<file path="src/hw/kbd_pkg.sv">
// shared constants and types for the keyboard repeat and character counter block
package kbd_pkg;

    // clock and element timing
    localparam int CLK_PERIOD_NS = 10;
    localparam int BIT_TIME_US = 22000;
    localparam int BIT_CYCLES = BIT_TIME_US * 1000 / CLK_PERIOD_NS;

    // character frame and line geometry
    localparam int CODE_BITS = 5;
    localparam int CNT_W = 7;
    localparam int LINE_LEN = 72;
    localparam int WARN_SPACES = 6;
    localparam int WARN_POS = LINE_LEN - WARN_SPACES;

    // apb register byte addresses
    localparam logic [7:0] ADDR_CTRL = 8'h00;
    localparam logic [7:0] ADDR_STATUS = 8'h04;
    localparam logic [7:0] ADDR_INT_STATUS = 8'h08;
    localparam logic [7:0] ADDR_INT_MASK = 8'h0c;

    // control register fields and reset value
    localparam int CTRL_EN_BIT = 0;
    localparam int CTRL_BELL_BIT = 1;
    localparam logic [1:0] CTRL_RESET = 2'h1;

    // status register fields
    localparam int STAT_BUSY_BIT = 0;
    localparam int STAT_RPT_BIT = 1;
    localparam int STAT_LAMP_BIT = 2;
    localparam int STAT_CNT_LSB = 8;

    // interrupt status and mask fields
    localparam int IRQ_SENT_BIT = 0;
    localparam int IRQ_WARN_BIT = 1;
    localparam int IRQ_CLR_BIT = 2;
    localparam int IRQ_W = 3;
    localparam logic [2:0] MASK_RESET = 3'h0;

    // key classes presented by the keyboard pins
    typedef enum logic [2:0] {
        key_char,
        key_figures_shift,
        key_letters_shift,
        key_line_feed,
        key_return_to_margin
    } key_class_t;

    // transmitter cycle phases
    typedef enum logic [1:0] {
        st_idle,
        st_start,
        st_code,
        st_stop
    } tx_state_t;

endpackage

</file>
<file path="src/hw/pin_sync.sv">
// two flip-flop synchroniser for a group of asynchronous pins
`timescale 1ns/10ps

module pin_sync #(
    parameter int W = 1
) (
    // clock, reset and enable
    input wire logic pclk,
    input wire logic presetn,
    input wire logic ce,
    // raw pins and synchronised copy
    input wire logic [W-1:0] d,
    output logic [W-1:0] q
);

    logic [W-1:0] meta_q;

    // first stage feeds only the second stage
    always_ff @(posedge pclk or negedge presetn) begin
        if (!presetn) begin
            meta_q <= '0;
            q <= '0;
        end else if (ce) begin
            meta_q <= d;
            q <= meta_q;
        end
    end

endmodule // pin_sync

</file>
<file path="src/hw/kbd_xmit.sv">
// keyboard transmitter: start-stop frames, character repeat, line counter and warning
//
// Decided for this implementation: the APB interface to the registers and the address map.
`timescale 1ns/10ps

// How it works
// while the character key and the repeat key stay down the same code is sent again and again.
// if repeat is up when the stop element begins, the character ends normally and the line rests.
// if repeat is still down at the stop element, the stop is sent and a new frame starts at once.
// the counter steps on every key or space bar, but not on the two shifts, line feed or return.
// the counter holds the number of characters sent since the last return to margin.
// the warning lamp lights once the counter is six spaces before the end of a standard line.
// with the bell fitted, a warning pulse is given when the counter reaches that same point.
// each counted cycle adds exactly one, at the end of the start element.
// between steps the counter keeps its value until stepped again or cleared.
// the two shifts and line feed still send a full frame but leave the counter alone.
// a return to margin clears the counter to zero.
// the shifts and line feed are not counted because they do not move the print position.
// a frame is a no-current start element, five code elements, then a current stop element.
// the operator releases the key before the next single character can be sent.
// the warning point is the 66th character position of a standard line.
module kbd_xmit #(
    parameter int unsigned BIT_CYCLES = kbd_pkg::BIT_CYCLES
) (
    // clock, reset and clock enable
    input wire logic pclk,
    input wire logic presetn,
    input wire logic ce,
    // apb slave
    input wire logic psel,
    input wire logic penable,
    input wire logic pwrite,
    input wire logic [7:0] paddr,
    input wire logic [31:0] pwdata,
    output logic [31:0] prdata,
    output logic pready,
    output logic pslverr,
    // keyboard pins
    input wire logic key_down,
    input wire logic [4:0] key_code,
    input wire logic [2:0] key_class,
    input wire logic repeat_down,
    // signal line and operator warnings
    output logic line_out,
    output logic margin_warning_lamp,
    output logic bell_pulse,
    output logic irq
);

    localparam int BW = $clog2(BIT_CYCLES + 1);
    localparam logic [BW-1:0] BIT_LAST = BW'(BIT_CYCLES - 1);
    localparam logic [2:0] CODE_LAST = 3'(kbd_pkg::CODE_BITS - 1);
    localparam logic [6:0] CNT_MAX = 7'h7f;
    localparam logic [6:0] WARN_AT = 7'(kbd_pkg::WARN_POS);

    ////////////////////////////////////////////////////////////////////////////
    // pin synchronisers

    logic [9:0] pins_s;
    logic key_s;
    logic rpt_s;
    logic [4:0] code_s;
    kbd_pkg::key_class_t class_s;

    // code and class are mechanically settled before the key contact closes,
    // so the bus can share one synchroniser without a skew hazard
    pin_sync #(
        .W(10)
    ) u_sync (
        .pclk(pclk),
        .presetn(presetn),
        .ce(ce),
        .d({key_down, repeat_down, key_code, key_class}),
        .q(pins_s)
    );

    assign key_s = pins_s[9];
    assign rpt_s = pins_s[8];
    assign code_s = pins_s[7:3];
    assign class_s = kbd_pkg::key_class_t'(pins_s[2:0]);

    ////////////////////////////////////////////////////////////////////////////
    // register state

    logic [1:0] ctrl_q;
    logic [2:0] mask_q;
    logic [2:0] ist_q;
    logic [2:0] ist_d;
    logic enable;
    logic bell_fitted;

    assign enable = ctrl_q[kbd_pkg::CTRL_EN_BIT];
    assign bell_fitted = ctrl_q[kbd_pkg::CTRL_BELL_BIT];

    ////////////////////////////////////////////////////////////////////////////
    // transmitter cycle

    kbd_pkg::tx_state_t state_q;
    logic [BW-1:0] bit_cnt_q;
    logic [2:0] idx_q;
    logic [4:0] code_q;
    logic [4:0] shreg_q;
    kbd_pkg::key_class_t cls_q;
    logic line_q;
    logic rpt_q;
    logic wait_rel_q;
    logic bit_end;
    logic start_ok;
    logic cycle_begin;
    logic frame_done;
    logic count_step;

    assign bit_end = (bit_cnt_q == BIT_LAST);
    // fresh press only
    assign start_ok = enable && key_s && !wait_rel_q;
    assign cycle_begin = (state_q == kbd_pkg::st_idle) && start_ok;
    assign frame_done = (state_q == kbd_pkg::st_stop) && bit_end;
    // step after start element
    assign count_step = (state_q == kbd_pkg::st_start) && bit_end;

    // element timer, restarted at every element boundary
    always_ff @(posedge pclk or negedge presetn) begin
        if (!presetn) begin
            bit_cnt_q <= '0;
        end else if (ce) begin
            if (state_q == kbd_pkg::st_idle || bit_end) begin
                bit_cnt_q <= '0;
            end else begin
                bit_cnt_q <= bit_cnt_q + 1'b1;
            end
        end
    end

    // frame sequencer; the line rests at current level when idle
    always_ff @(posedge pclk or negedge presetn) begin
        if (!presetn) begin
            state_q <= kbd_pkg::st_idle;
            idx_q <= 3'h0;
            code_q <= 5'h00;
            shreg_q <= 5'h00;
            cls_q <= kbd_pkg::key_char;
            line_q <= 1'b1;
            rpt_q <= 1'b0;
        end else if (ce) begin
            case (state_q)
                kbd_pkg::st_idle: begin
                    line_q <= 1'b1;
                    // no-current start
                    if (start_ok) begin
                        state_q <= kbd_pkg::st_start;
                        code_q <= code_s;
                        shreg_q <= code_s;
                        cls_q <= class_s;
                        line_q <= 1'b0;
                    end
                end
                kbd_pkg::st_start: begin
                    // five code elements
                    if (bit_end) begin
                        state_q <= kbd_pkg::st_code;
                        line_q <= shreg_q[0];
                        shreg_q <= {1'b0, shreg_q[4:1]};
                        idx_q <= 3'h0;
                    end
                end
                kbd_pkg::st_code: begin
                    if (bit_end) begin
                        if (idx_q == CODE_LAST) begin
                            // current stop element
                            state_q <= kbd_pkg::st_stop;
                            line_q <= 1'b1;
                            // repeat sampled at stop
                            rpt_q <= rpt_s && key_s;
                        end else begin
                            line_q <= shreg_q[0];
                            shreg_q <= {1'b0, shreg_q[4:1]};
                            idx_q <= idx_q + 1'b1;
                        end
                    end
                end
                kbd_pkg::st_stop: begin
                    if (bit_end) begin
                        // restart without rest
                        if (rpt_q && enable) begin
                            state_q <= kbd_pkg::st_start;
                            shreg_q <= code_q;
                            line_q <= 1'b0;
                        end else begin
                            // halt as single stroke
                            state_q <= kbd_pkg::st_idle;
                            line_q <= 1'b1;
                        end
                        rpt_q <= 1'b0;
                    end
                end
                default: begin
                    state_q <= kbd_pkg::st_idle;
                    line_q <= 1'b1;
                end
            endcase
        end
    end

    // repeat keeps sending
    // a released key re-arms single sends; repeat frames bypass this lock
    always_ff @(posedge pclk or negedge presetn) begin
        if (!presetn) begin
            wait_rel_q <= 1'b0;
        end else if (ce) begin
            if (!key_s) begin
                wait_rel_q <= 1'b0;
            end else if (cycle_begin) begin
                wait_rel_q <= 1'b1;
            end
        end
    end

    ////////////////////////////////////////////////////////////////////////////
    // line character counter

    logic [6:0] cnt_q;
    logic counted;
    logic reach_warn;

    // shifts and line feed skipped
    assign counted = (cls_q == kbd_pkg::key_char);
    assign reach_warn = count_step && counted && (cnt_q == WARN_AT - 7'h01);

    // counter saturates rather than wrap, so an overlong line keeps the lamp lit
    always_ff @(posedge pclk or negedge presetn) begin
        if (!presetn) begin
            cnt_q <= 7'h00;
        end else if (ce) begin
            // return clears to zero
            if (cycle_begin && class_s == kbd_pkg::key_return_to_margin) begin
                cnt_q <= 7'h00;
            // count characters
            end else if (count_step && counted && cnt_q != CNT_MAX) begin
                cnt_q <= cnt_q + 7'h01;
            end
            // other functions hold
            // otherwise holds value
        end
    end

    // lamp at warning point
    // position 66
    // bell pulse when reached
    always_ff @(posedge pclk or negedge presetn) begin
        if (!presetn) begin
            margin_warning_lamp <= 1'b0;
            bell_pulse <= 1'b0;
        end else if (ce) begin
            margin_warning_lamp <= (cnt_q >= WARN_AT);
            bell_pulse <= reach_warn && bell_fitted;
        end
    end

    // counts since last return
    assign line_out = line_q;

    ////////////////////////////////////////////////////////////////////////////
    // apb slave, one wait state so that read data comes from a flip-flop

    logic access;
    logic done;
    logic hit;
    logic [31:0] rdata;
    logic rd_ist;

    assign access = psel && penable;
    assign done = access && pready;

    // address decode and read mux
    always_comb begin
        hit = 1'b1;
        rdata = 32'h0000_0000;
        if (paddr == kbd_pkg::ADDR_CTRL) begin
            rdata[1:0] = ctrl_q;
        end else if (paddr == kbd_pkg::ADDR_STATUS) begin
            rdata[kbd_pkg::STAT_BUSY_BIT] = (state_q != kbd_pkg::st_idle);
            rdata[kbd_pkg::STAT_RPT_BIT] = rpt_q;
            rdata[kbd_pkg::STAT_LAMP_BIT] = margin_warning_lamp;
            rdata[kbd_pkg::STAT_CNT_LSB +: kbd_pkg::CNT_W] = cnt_q;
        end else if (paddr == kbd_pkg::ADDR_INT_STATUS) begin
            rdata[2:0] = ist_q;
        end else if (paddr == kbd_pkg::ADDR_INT_MASK) begin
            rdata[2:0] = mask_q;
        end else begin
            hit = 1'b0;
        end
    end

    // answer one cycle into the access phase
    always_ff @(posedge pclk or negedge presetn) begin
        if (!presetn) begin
            pready <= 1'b0;
            pslverr <= 1'b0;
            prdata <= 32'h0000_0000;
        end else if (ce) begin
            if (access && !pready) begin
                pready <= 1'b1;
                pslverr <= !hit;
                prdata <= pwrite ? 32'h0000_0000 : rdata;
            end else begin
                pready <= 1'b0;
                pslverr <= 1'b0;
            end
        end
    end

    // writable registers take effect at the completing edge
    always_ff @(posedge pclk or negedge presetn) begin
        if (!presetn) begin
            ctrl_q <= kbd_pkg::CTRL_RESET;
            mask_q <= kbd_pkg::MASK_RESET;
        end else if (ce) begin
            if (done && pwrite && paddr == kbd_pkg::ADDR_CTRL) begin
                ctrl_q <= pwdata[1:0];
            end else if (done && pwrite && paddr == kbd_pkg::ADDR_INT_MASK) begin
                mask_q <= pwdata[2:0];
            end
        end
    end

    ////////////////////////////////////////////////////////////////////////////
    // interrupts: sticky events, cleared by reading, a new event wins the clear

    assign rd_ist = done && !pwrite && paddr == kbd_pkg::ADDR_INT_STATUS;

    always_comb begin
        ist_d = rd_ist ? 3'h0 : ist_q;
        if (frame_done) begin
            ist_d[kbd_pkg::IRQ_SENT_BIT] = 1'b1;
        end
        if (reach_warn) begin
            ist_d[kbd_pkg::IRQ_WARN_BIT] = 1'b1;
        end
        if (cycle_begin && class_s == kbd_pkg::key_return_to_margin) begin
            ist_d[kbd_pkg::IRQ_CLR_BIT] = 1'b1;
        end
    end

    always_ff @(posedge pclk or negedge presetn) begin
        if (!presetn) begin
            ist_q <= 3'h0;
        end else if (ce) begin
            ist_q <= ist_d;
        end
    end

    assign irq = |(ist_q & mask_q);

endmodule // kbd_xmit

</file>
<file path="config.mk">
export PLATFORM = sky130hd
export DESIGN_NAME = kbd_xmit
export DESIGN_NICKNAME = d
export VERILOG_FILES = /design/src/hw/kbd_pkg.sv /design/src/hw/pin_sync.sv /design/src/hw/kbd_xmit.sv
export SDC_FILE = /design/constraint.sdc
export NUM_CORES = 1
export LEC_CHECK = 0
export ABC_AREA = 1
export BUFFER_PORTS_ARGS = -buffer_cell sky130_fd_sc_hd__buf_2
export CORE_MARGIN = 4
export CORE_UTILIZATION = 60
export CTS_CLUSTER_DIAMETER = 50
export DETAILED_ROUTE_END_ITERATION = 7
export PLACE_DENSITY = 0.95
export REMOVE_ABC_BUFFERS = 1
export SYNTH_ARGS = -nofsm -noshare
export SYNTH_HDL_FRONTEND = slang
export SYNTH_SLANG_ARGS = --single-unit
</file>
<file path="constraint.sdc">
create_clock -name pclk -period 3.9 [get_ports pclk]
set_input_delay 0.195 -clock pclk [delete_from_list [all_inputs] [get_ports pclk]]
set_output_delay 0.195 -clock pclk [all_outputs]
set_load 0.1 [all_outputs]
</file>
Yosys cells after proc, flatten, opt, wreduce, memory -nomap -nowiden
Index checks and enable logic that the tools add are counted.
Widths: inputs -> output; s select.
{"block": "totals", "ff_bits": 114, "in_bits": 56, "word_cells": 149}
{"block": "classes", "addsub": 3, "n_lt_le_gt_ge": 1, "n_eq_ne": 19, "mux": 52, "bitwise_logic": 2, "reduce_logical": 50}
{"operator": "$mux 5", "count": 6}
{"operator": "$mux 7", "count": 4}
{"operator": "$add 22x1->22 const B", "count": 1}
{"operator": "$eq 22x22->1 const B", "count": 1}
{"operator": "$mux 1", "count": 22}
{"operator": "$mux 22", "count": 1}
{"operator": "$mux 3", "count": 7}
{"operator": "$logic_and 1x1->1", "count": 20}
{"operator": "$pmux 5 s4", "count": 1}
{"operator": "$eq 8x4->1 const B", "count": 2}
{"operator": "$mux 15", "count": 1}
{"operator": "$ne 2x2->1 const B", "count": 7}
{"operator": "$reduce_and 2->1", "count": 7}
{"operator": "$reduce_bool 2->1", "count": 7}
{"operator": "$mux 2", "count": 6}
{"operator": "$reduce_and 5->1", "count": 2}
{"operator": "$eq 8x3->1 const B", "count": 1}
{"operator": "$logic_not 8->1", "count": 1}
{"operator": "$pmux 2 s4", "count": 1}
{"operator": "$add 7x1->7 const B", "count": 1}
{"operator": "$eq 7x7->1 const B", "count": 1}
{"operator": "$ge 7x7->1 const B", "count": 1}
{"operator": "$ne 7x7->1 const B", "count": 1}
{"operator": "$reduce_and 7->1", "count": 1}
{"operator": "18 further kinds", "count": 24}

Longest topological paths before layout
Gate-level depths: netlist (run 1).
{"block": "logic_depth", "ltp_word": 7, "ltp_mapped": 10, "mapped_depth_nobuf": 10}

Hierarchy
From an unflattened synthesis (run 1), not the netlist that was laid out.
{"block": "hier_totals", "cells_unflattened": 690, "hier_area_um2": 5082.4}
{"mod": "kbd_xmit", "instances": 1, "cells_per_inst": 605, "area_each_um2": 4315.4, "seq_area_each_um2": 1804.2}
{"mod": "pin_sync", "instances": 1, "cells_per_inst": 85, "area_each_um2": 767.0, "seq_area_each_um2": 500.5}

Worst setup path after synthesis (run 1)
No wires, ideal clock.
{"block": "synth_path", "kind": "reg2reg", "startpoint": "reg pready", "endpoint": "reg pready", "arrival_ps": 1562, "slack_ps": 2196, "stages_incl_launch_ff": 5, "n_path_buf": 1, "synth_period_minus_slack_ps": 1704, "path_cell_list": "dfrtp_1 inv_1 nand2_1 clkbuf_1 o21ai_0"}
{"block": "synth_via", "elab_chain_len": 3}
{"element": "from (decl)", "line": "kbd_xmit.sv:36", "rtl": "output logic pready,"}
{"element": "from (signal assigned)", "line": "kbd_xmit.sv:297", "rtl": "pready <= 1'b0;"}
{"element": "from (signal assigned)", "line": "kbd_xmit.sv:302", "rtl": "pready <= 1'b1;"}
{"element": "from (signal assigned)", "line": "kbd_xmit.sv:306", "rtl": "pready <= 1'b0;"}
{"element": "$logic_not 1->1", "line": "kbd_xmit.sv:301", "rtl": "if (access && !pready) begin"}
{"element": "$logic_and 1x1->1", "line": "kbd_xmit.sv:301"}
{"element": "$mux 1", "line": "kbd_xmit.sv:301"}
No other way between the ends.
A chain may end at the register's enable or synchronous reset.

Worst setup path after layout (run 1)
{"block": "layout_path", "startpoint": "in ce", "endpoint": "reg prdata[11]"}
{"block": "layout_via", "elab_chain_len": 1}
{"element": "from (decl)", "line": "kbd_xmit.sv:28", "rtl": "input wire logic ce,"}
{"element": "$reduce_and 2->1 (no line)"}
{"element": "to (signal assigned)", "line": "kbd_xmit.sv:304", "rtl": "prdata <= pwrite ? 32'h0000_0000 : rdata;"}
{"element": "to (decl)", "line": "kbd_xmit.sv:35", "rtl": "output logic [31:0] prdata,"}
No other way between the ends.

==> run metrics, run 1 <==
Final setup viols=0; final non-filler cell total=about 840; GRT overflow=0; Die H=100 um; IO buf count=between 40 and 50; Area growth, synth to finish=8.86%; root buffer cell=clkbuf_8; Final #Nets=about 790; IO Pins=94; Via density=around 5.5; Worst path max stage delay=about 0.53 ns; Clock Latency Late Sink=approximately 0.37 ns; pwr dens=around 430 nW/um2; global-route wire length before repair=around 20 mm; Peak VDD IR=between 200 and 300 uV; Synth cell types=38; Post-Synthesis Cells=around 680; min Tclk post-route=between 2 and 2.5 ns; Syn Area/Cell=around 7.5 um2; Worst EP arrival=~2.4 ns; Longest Clk Path Bufs=2; Initial Util=61.9%; ANT cells=0; antenna violations before repair=0; highest-count cells in the layout ignoring fill and taps=nand2_1 (204), dfrtp_1 (90), inv_1 (75), nor2_1 (75), nand3_1 (50); most common cell after layout, fill and taps aside=nand2_1; Total GRT Usage=roughly a quarter; Crit path top cell by count=nor2_1; Max Clk Rate=between 400 and 500 MHz; # resized after CTS=0; H-tree lvl count=3; number of global-route vias before repair=4,440; total number of vias=between 4,000 and 5,000; largest net degree at the start of global routing=71; RSZ-0062 raised after global routing=false; final wirelength=11.6 mm; status=finished clean; Final Hold Viols=0; Power Total=approximately 2.4 mW; WP data required=4.18 ns; Hold Path Class=in2reg; Worst Path Max Fanout=28; Routed Antenna Nets=0; dpl hpwl=a little under 9 mm; Async S/R FF share, synth=100%; crit share post-route=54.5%; Clock Skews=between 0.009 and 0.01 ns; sequential area share after synthesis=between 40% and 50%; Crit Path Category=in2reg; Post-route DRC=0; Warnings, synthesis=0; EDFF count, synth=0; Max-Cap Viols=0; CP Launch Type=primary input; Setup WS pre-CTS=between 1 and 1.5 ns; initial drt markers=around 340; Worst Tran Pin Value=between 0.8 and 0.9 ns; Die Wd=around 100 um; share of cells above drive strength 1=12.1%; Row Count=33; setup_tns=0 ns; CTS clk-pin slew, worst paths=roughly 0.09 ns; final worst setup slack=approximately 1.8 ns; CTS tree=done; core area=roughly 8300 um2; Max-slew headroom=43.3%; CTS buffer count=9; slowest CP cell=inv_1; die area=roughly 10,000 um2; first-pass iteration count of the detailed router=6; crit-path cells=buf_2 -> inv_1 -> nor2_1 -> nand2_1 -> nor2_1 -> nand3_1 -> o21ai_0; CTS sink cnt=92; Cell Area, Synth=just over 5000 um2; Post-Place Cells=just over 800; CP endpoint kind=register; LEAKAGE=around 2.8 nW; gp weighted congestion=around 0.95; FF+latch count, synth=92; Slew Limit Fails=0; top_reg_cell synth=dfrtp_1; drt wl/cell=approximately 14 um
==> Yosys cell counts (2+ instances only) <==
library cell / instances / share of area, %
buf_4: 23 / 3.4
nand3_1: 50 / 4.9
nand2_2: 5 / 0.61
xor2_1: 5 / 0.86
o21ai_0: 47 / 4.6
buf_2: 3 / 0.29
dfstp_2: 2 / 1.0
a21oi_1: 12 / 1.2
nor2_2: 4 / 0.49
nand3_2: 2 / 0.39
nor3_1: 13 / 1.3
nand2_4: 2 / 0.44
nor3_2: 2 / 0.39
a22oi_1: 2 / 0.29
nor3b_1: 2 / 0.29
nor2_1: 75 / 5.5
dfrtp_1: 90 / 44
clkbuf_1: 7 / 0.51
inv_2: 2 / 0.15
o21ai_1: 8 / 0.78
xnor2_1: 2 / 0.34
nor2_4: 5 / 1.1
nand4_1: 17 / 2.1
nand2_1: 204 / 15
inv_1: 75 / 5.5
ha_1: 10 / 2.4
==> registers in the layout, indices dropped and copies added (netlist names), 2 cells and up <==
name	flops
bit_cnt_q	22
prdata	10
u_sync.meta_q	10
u_sync.q	10
cnt_q	7
code_q	5
shreg_q	5
cls_q	3
idx_q	3
ist_q	3
mask_q	3
ctrl_q	2
state_q	2
==> cell families after synthesis <==
logic type | after synthesis | share of synthesized area [%]
xor gates and xnor gates | 7 | 1.20
AOI/OAI and AO/OA | 73 | 7.42
adders and majority gates | 10 | 2.45
and+or+nand+nor | 386 | 33.8
DFF | 92 | 45.1
buffers and inverters | 112 | 9.99
other | 1 | 0.0734
==> metal layers <==
metal	wire [um]	GRT usage (%)	part of all wire (%)	vias to the layer above
li1	-	-	-	2210
met1	4640	30.3	40	2126
met2	5780	41.0	50	201
met3	871	4.93	7.5	32
met4	356	11.8	3.1	0
met5	0	0	0	-
==> metrics by stage <==
| step | util [%] | hold WS, ns | instance area [um2] |
|---|---|---|---|
| floorplan | - | -0.101 | 4970 |
| global placement | 64.6 | 0.353 | 5340 |
| detailed placement | 64.6 | 0.355 | 5340 |
| CTS | 67.4 | 0.00887 | 5560 |
| global route | 67.4 | 0.0220 | 5560 |
| finish | 67.4 | 0.0214 | 5560 |
==> final cells by class <==
type	count	area, um2
multi-input combinational	498	2370
inverter	78	293
clock inverter	6	77.6
clock buffer	10	138
fill	655	2700
timing repair buffer	46	245
tap	105	131
sequential	92	2300
==> critical path, delay by kind of cell <==
| kind | cells | cell delay, ns |
|---|---|---|
| compound gates | 1 | 0.24 |
| buf+inv | 2 | 0.97 |
| simple gates | 4 | 0.97 |
==> worst paths after layout <==
kind,start,to,slack [ns],depth (start not counted)
hold / removal,key_class[0],u_sync.meta_q[0],0.02,3
hold reg to reg,u_sync.meta_q[5],u_sync.meta_q[5],0.49,2
min in group asynchronous,presetn,u_sync.q[6],0.48,2
setup reg to reg,state_q[1],cnt_q[5],1.82,8
setup / recovery,ce,prdata[11],1.78,7
max in group asynchronous,presetn,bit_cnt_q[4],2.59,3
==> repair_timing <==
item	in CTS	in global routing
endpoints found under the hold margin	67	0
setup buffers	0	0
hold buffers	1	0
==> power breakdown <==
part           total [mW]  leakage [nW]  switching, mW  internal, mW
Sequential           1.08          1.23         0.0540          1.03
Combinational       0.614          1.43          0.470         0.144
Clock               0.695         0.107          0.367         0.327
Power figures use the tool's default switching activity.
==> run 2: changes to the inputs <==
--- a/config.mk
+++ b/config.mk
@@ -8,10 +8,10 @@
 export ABC_AREA = 1
 export BUFFER_PORTS_ARGS = -buffer_cell sky130_fd_sc_hd__buf_2
 export CORE_MARGIN = 4
-export CORE_UTILIZATION = 60
+export CORE_UTILIZATION = 56
 export CTS_CLUSTER_DIAMETER = 50
 export DETAILED_ROUTE_END_ITERATION = 7
-export PLACE_DENSITY = 0.95
+export PLACE_DENSITY = 0.9
 export REMOVE_ABC_BUFFERS = 1
 export SYNTH_ARGS = -nofsm -noshare
 export SYNTH_HDL_FRONTEND = slang
==> constraint.sdc (replaced) <==
create_clock -name pclk -period 2.2 [get_ports pclk]
set_input_delay 0.11 -clock pclk [delete_from_list [all_inputs] [get_ports pclk]]
set_output_delay 0.11 -clock pclk [all_outputs]
set_load 0.1 [all_outputs]
==> run 2 against run 1 <==
  * Largest cell class unchanged
  * Global-route usage decreased by 3.7 points
  * Non-clock buffer count increased by 14
  * Die area increased by 6.6%
==> run metrics, run 2 (same netlist as run 1, synthesis figures left out) <==
largest net degree at the start of global routing=52 (was 71); Final setup viols=0 (unchanged); drt wl/cell=12.6 um (was 13.9 um); WHS Endpoint=ctrl_q[1] (was u_sync.meta_q[0]); Register-to-Register Path Depth=8 (unchanged); initial drt markers=365 (was 339); Worst path max stage delay=0.44 ns (was 0.53 ns); Max Clk Rate=525 MHz; WP data required=2.51 ns (was 4.18 ns); Worst Tran Pin Value=0.560 ns (was 0.850 ns); crit-path cells=inv_1 -> ha_1 -> nand2_1 -> nor3_1 -> nand4_4 -> nand2_2 -> nand2_1 -> nand2_1 (was buf_2 -> inv_1 -> nor2_1 -> nand2_1 -> nor2_1 -> nand3_1 -> o21ai_0); Largest Register=bit_cnt_q (unchanged); Max-slew headroom=62.4% (was 43.3%); IO buf count=42 (unchanged); final wirelength=10.7 mm (was 11.6 mm); Hold Path Cell Cnt=3 (unchanged); GRT overflow=0 (unchanged); Hold Path Class=in2reg (unchanged); Max-Cap Viols=0 (unchanged); Longest Clk Path Bufs=2 (unchanged); Routed Antenna Nets=0 (unchanged); # fillers=731 (was 655); Peak VDD IR=798 uV (was 277 uV); LEAKAGE=2.81 nW (was 2.76 nW); Die H=104 um (was 100 um); Crit path max-delay family=simple AND/OR/NAND/NOR gates (was buffers and inverters); CTS clk-pin slew, worst paths=0.10 ns (was 0.09 ns); CP Launch Type=register (was primary input); Clock Skews=0.0149 ns (was 0.00918 ns); Area growth, synth to finish=11.4% (was 8.86%); Row Count=34 (was 33); min Tclk post-route=1.90 ns; highest-count cells in the layout ignoring fill and taps=nand2_1 (204), dfrtp_1 (90), inv_1 (75), nor2_1 (75), nand3_1 (50) (unchanged); Reg-to-Reg End=cnt_q[2] (was cnt_q[5]); CTS buffer count=9 (unchanged); CTS tree=done (unchanged); RR Startpoint=state_q[1] (unchanged); Post-route DRC=0 (unchanged); Worst EP arrival=2.21 ns (was 2.41 ns); share of cells above drive strength 1=12.0% (was 12.1%); min-delay src=pwdata[1] (was key_class[0]); Slew Limit Fails=0 (unchanged); Initial Util=58.0% (was 61.9%); antenna violations before repair=0 (unchanged); CP endpoint kind=register (unchanged); buffers and inverters on the worst path=1 (was 2); die area=10,700 um2 (was 10,100 um2); Die Wd=104 um (was 100 um); reg2reg setup slack=0.30 ns (was 1.82 ns); global-route wire length before repair=18.7 mm (was 19.8 mm); Worst Path Max Fanout=8 (was 28); Final #Nets=805 (was 791); crit share post-route=approximately 87%; gp weighted congestion=0.985 (was 0.953); total number of vias=4,542 (was 4,569); Final Hold Viols=0 (unchanged); Largest register FFs=22 (unchanged); IO Pins=94 (unchanged); setup_tns=0 ns (unchanged); pwr dens=730 nW/um2 (was 430 nW/um2); dpl hpwl=7.78 mm (was 8.64 mm); Total GRT Usage=20.7% (was 24.5%); # resized after CTS=0 (unchanged); Crit path top cell by count=nand2_1 (was nor2_1); Via density=5.34 (was 5.47); RSZ-0062 raised after global routing=false (unchanged); slowest CP cell=nor3_1 (was inv_1); number of global-route vias before repair=4,158 (was 4,440); CTS sink cnt=92 (unchanged); Crit Path Category=reg2reg (was in2reg); status=finished clean (unchanged); most common cell after layout, fill and taps aside=nand2_1 (unchanged); Clock Latency Late Sink=0.36 ns (was 0.37 ns); ANT cells=0 (unchanged); H-tree lvl count=3 (unchanged); Post-Place Cells=823 (was 818); first-pass iteration count of the detailed router=7 (was 6); final non-filler cell total=851 (was 835); core area=8810 um2 (was 8260 um2); root buffer cell=clkbuf_8 (unchanged)
-- run 2: layout make-up --
type,instances,area (um2),area share [%]
Multi-Input combinational cell,498,2370,41.7
Sequential cell,92,2300,40.5
Timing Repair Buffer,60,393,6.90
Inverter,78,293,5.14
Tap cell,108,135,2.37
Clock buffer,9,124,2.18
Clock inverter,6,71.3,1.25
-- run 2: worst reg2reg max path, stage by stage (launching register included) --
cell and delay, ns:
dfrtp_1 0.43, inv_1 0.11, ha_1 0.24, nand2_1 0.07, nor3_1 0.44, nand4_4 0.24
nand2_2 0.19, nand2_1 0.07, nand2_1 0.07
-- run 2: per-stage QoR --
stage          cell area (um2)  setup WS (ns)  util [%]  hold slack [ns]  power, mW
5_1_grt                   5690          0.155      64.7           0.0553       4.39
3_3_place_gp              5370          0.393      61.0            0.116       2.98
2_1_floorplan             4970          0.453         -           -0.186       2.75
3_5_place_dp              5370          0.336      61.0            0.124       3.02
4_1_cts                   5690          0.332      64.7           0.0301       4.16
6_report                  5690          0.297      64.7           0.0390       4.16
-- run 2: report_power, final --
part / total, mW / switching, mW / leakage [nW] / internal (mW)
Sequential: 1.92 / 0.0955 / 1.23 / 1.82
Clock: 1.13 / 0.601 / 0.0923 / 0.528
Combinational: 1.11 / 0.831 / 1.49 / 0.281
-- run 2: worst max-delay path by stage --
stage / cells past startpoint / slack (ns) / from / endpoint
2_1_floorplan: 5 / 0.45 / pready / prdata[10]
3_3_place_gp: 8 / 0.39 / state_q[1] / cnt_q[2]
3_5_place_dp: 8 / 0.34 / state_q[1] / cnt_q[2]
4_1_cts: 8 / 0.33 / state_q[1] / cnt_q[4]
5_1_grt: 8 / 0.15 / state_q[1] / cnt_q[1]
6_report: 8 / 0.30 / state_q[1] / cnt_q[2]
-- run 2: routing by layer --
layer / vias up / GRT usage, % / routed length (um)
li1: 2250 / - / -
met1: 2107 / 28.6 / 5000
met2: 161 / 32.8 / 4880
met3: 24 / 3.98 / 651
met4: 0 / 7.79 / 203
met5: - / 0 / 0
-- run 2: what timing repair did --
item                      in CTS  in global routing
hold endpoints to repair      52                  0
hold buffers                  13                  0
buffers inserted               0                  0
==> run 3: changes to the inputs <==
--- a/config.mk
+++ b/config.mk
@@ -5,10 +5,9 @@
 export SDC_FILE = /design/constraint.sdc
 export NUM_CORES = 1
 export LEC_CHECK = 0
-export ABC_AREA = 1
 export BUFFER_PORTS_ARGS = -buffer_cell sky130_fd_sc_hd__buf_2
 export CORE_MARGIN = 4
-export CORE_UTILIZATION = 56
+export CORE_UTILIZATION = 55
 export CTS_CLUSTER_DIAMETER = 50
 export DETAILED_ROUTE_END_ITERATION = 7
 export PLACE_DENSITY = 0.9
==> run 3 against run 2 <==
  * Routed wire length down 8.8%
  * Via count down 24%
  * Clock skew down 0.0057 ns
  * Combinational power down 62%
  * Core utilization down 0.22 points
  * Critical endpoint is now cnt_q[6]
  * Synthesized cell count down 37%
  * Register-to-register slack worse by 0.16 ns
  * Clock power down 7%
  * Sequential power down 6%
  * Critical path type unchanged
  * Area after synthesis down 7.7%
==> run metrics, run 3 <==
Slew Limit Fails=0 (unchanged); core area=8260 um2 (was 8810 um2); Final Cell Area=5320 um2 (was 5690 um2); Synth cell types=62 (was 38); Crit Path Category=reg2reg (unchanged); highest-count cells in the layout ignoring fill and taps=dfrtp_1 (90), buf_2 (41), mux2_2 (35) (was nand2_1 (204), dfrtp_1 (90), inv_1 (75), nor2_1 (75), nand3_1 (50)); IO buf count=42 (unchanged); post-synth top area share=47.8% (was 44.1%); Longest Clk Path Bufs=2 (unchanged); CTS clk-pin slew, worst paths=0.09 ns (was 0.10 ns); RSZ-0062 raised after global routing=false (unchanged); synth top area cells=dfrtp_1 (48%), mux2_2 (8.4%), buf_4 (3.5%), ha_1 (2.7%), nand2_1 (2.6%) (was dfrtp_1 (44%), nand2_1 (15%), inv_1 (5.5%), nor2_1 (5.5%), nand3_1 (4.9%)); gp weighted congestion=0.913 (was 0.985); crit share post-route=93.8% (was 86.5%); root buffer cell=clkbuf_8 (unchanged); CTS buffer count=9 (unchanged); first-pass iteration count of the detailed router=5 (was 7); Largest register FFs=22 (unchanged); global-route wire length before repair=16.5 mm (was 18.7 mm); Clock Latency Late Sink=0.36 ns (about the same); Syn Area/Cell=11.0 um2 (was 7.50 um2); Row Count=33 (was 34); final wirelength=9.79 mm (was 10.7 mm); LEAKAGE=2.45 nW (was 2.81 nW); CP endpoint kind=register (unchanged); Area growth, synth to finish=12.9% (was 11.4%); Final Util=64.4% (was 64.7%); Final Hold Viols=0 (unchanged); top-count cell post-synth=dfrtp_1 (was nand2_1); setup_tns=0 ns (unchanged); Peak VDD IR=402 uV (was 798 uV); sequential power share=55.0% (was 46.1%); Worst EP arrival=2.36 ns (was 2.21 ns); dpl hpwl=6.83 mm (was 7.78 mm); CTS tree=done (unchanged); initial drt markers=244 (was 365); Worst Path Max Fanout=6 (was 8); Die H=101 um (was 104 um); Synth area leader=dfrtp_1 (unchanged); Warnings, synthesis=0 (unchanged); number of global-route vias before repair=3,410 (was 4,158); ANT cells=0 (unchanged); most common cell after layout, fill and taps aside=dfrtp_1 (was nand2_1); CP Launch Type=register (unchanged); Largest Register=bit_cnt_q (unchanged); Max-slew headroom=61.9% (was 62.4%); min Tclk post-route=2.06 ns (was 1.90 ns); FF+latch count, synth=92 (unchanged); P_sw=0.922 mW (was 1.53 mW); Final setup viols=0 (unchanged); Max Clk Rate=485 MHz (was 525 MHz); drt wl/cell=16.3 um (was 12.6 um); share of cells above drive strength 1=26.7% (was 12.0%); Clock Skews=0.00920 ns (was 0.0149 ns); Die Wd=101 um (was 104 um); WP data required=2.50 ns (was 2.51 ns); total number of vias=3,442 (was 4,542); antenna violations before repair=0 (unchanged); H-tree lvl count=3 (unchanged); Commonest cells post-synth=dfrtp_1 (90), mux2_2 (35), nand2_1 (33), nor2_1 (30), inv_1 (23) (was nand2_1 (204), dfrtp_1 (90), inv_1 (75), nor2_1 (75), nand3_1 (50)); status=finished clean (unchanged); Post-Synthesis Cells=429 (was 681); largest net degree at the start of global routing=56 (was 52); sw frac=28.3% (was 36.8%); placed cell area=4980 um2 (was 5370 um2); sequential area share after synthesis=48.9% (was 45.1%); Final #Nets=556 (was 805); Worst Tran Pin Value=0.568 ns (was 0.560 ns); Total GRT Usage=20.3% (was 20.7%); Async S/R FF share, synth=100% (unchanged); Max-Cap Viols=0 (unchanged); IO Pins=94 (unchanged); Post-route DRC=0 (unchanged); pwr dens=613 nW/um2 (was 730 nW/um2); GRT overflow=0 (unchanged); Initial Util=57.1% (was 58.0%); top_reg_cell synth=dfrtp_1 (unchanged); Via density=5.74 (was 5.34); Int Pwr=2.34 mW (was 2.63 mW); Comb pwr share=12.8% (was 26.8%); hold_ws=0.0566 ns (was 0.0390 ns); Routed Antenna Nets=0 (unchanged); CTS sink cnt=92 (unchanged); Hold Path Class=in2reg (unchanged); Cell Area, Synth=4710 um2 (was 5110 um2); EDFF count, synth=0 (unchanged); Clk network pwr share=32.2% (was 27.2%); die area=10,100 um2 (was 10,700 um2)
[run 3: per-layer routing]
layer	track usage, %	vias up	part of all wire, %
met2	33.9	124	52
met3	5.19	16	5.6
met5	0	-	0
met1	26.2	1692	41
li1	-	1610	-
met4	5.60	0	1.4
[run 3: layout make-up]
class	count	area, um2
fillers	616	2940
flip-flops and latches	92	2300
multi-input cells	298	2180
repair buffers	66	440
clock buffers	13	159
well taps	105	131
inverters	23	86.3
clock inverters	3	21.3
[run 3: logic make-up after synthesis]
family                     after synthesis  synth area share [%]
muxes                                   44                  11.3
DFF                                     92                  48.9
other                                    1                0.0795
adders and majority gates               10                  2.65
buffers and inverters                   60                  6.95
xor gates and xnor gates                15                  2.79
AOI/OAI and AO/OA                       68                  10.2
and+or+nand+nor                        139                  17.1
[run 3: power by group through the flow]
stage                     Clock (mW)  Sequential, mW  Combinational [mW]
final                           1.05            1.80               0.417
after global routing            1.14            1.80               0.447
after CTS                       1.08            1.79               0.417
after detailed placement           0            1.83               0.398
after global placement             0            1.82               0.388
after floorplan                    0            1.84               0.266
[run 3: worst max-delay path: stages, from the launching register on]
cell and delay, ns:
dfrtp_1 0.43, ha_1 0.23, nand4_1 0.17, nor2_1 0.37, nand2_1 0.24, nor4_1 0.40, o21a_1 0.17
[run 3: final timing paths]
path	startpoint	end	slack, ns	depth (start not counted)
worst max-delay path	bit_cnt_q[0]	cnt_q[6]	0.14	6
worst min-delay path	paddr[0]	pslverr	0.06	3
worst max register to register	bit_cnt_q[0]	cnt_q[6]	0.14	6
worst min register to register	prdata[0]	prdata[0]	0.49	2
max in group asynchronous	presetn	cnt_q[0]	1.29	3
min in group asynchronous	presetn	code_q[4]	0.26	2
[run 3: metrics by stage]
stage | setup WS [ns] | std cells | power, mW
detailed placement | 0.0745 | 570 | 2.22
finish | 0.137 | 600 | 3.26
global placement | 0.224 | 570 | 2.21
global route | 0.0171 | 600 | 3.39
floorplan | 0.210 | 413 | 2.10
CTS | 0.126 | 600 | 3.29
[run 3: timing repair]
action                                  CTS  global route
buffers inserted                          0             0
endpoints found under the setup margin    1             2
resized for setup                         1             2
hold endpoints to repair                 50             0
hold buffers                             14             0
pin swaps                                 0             0
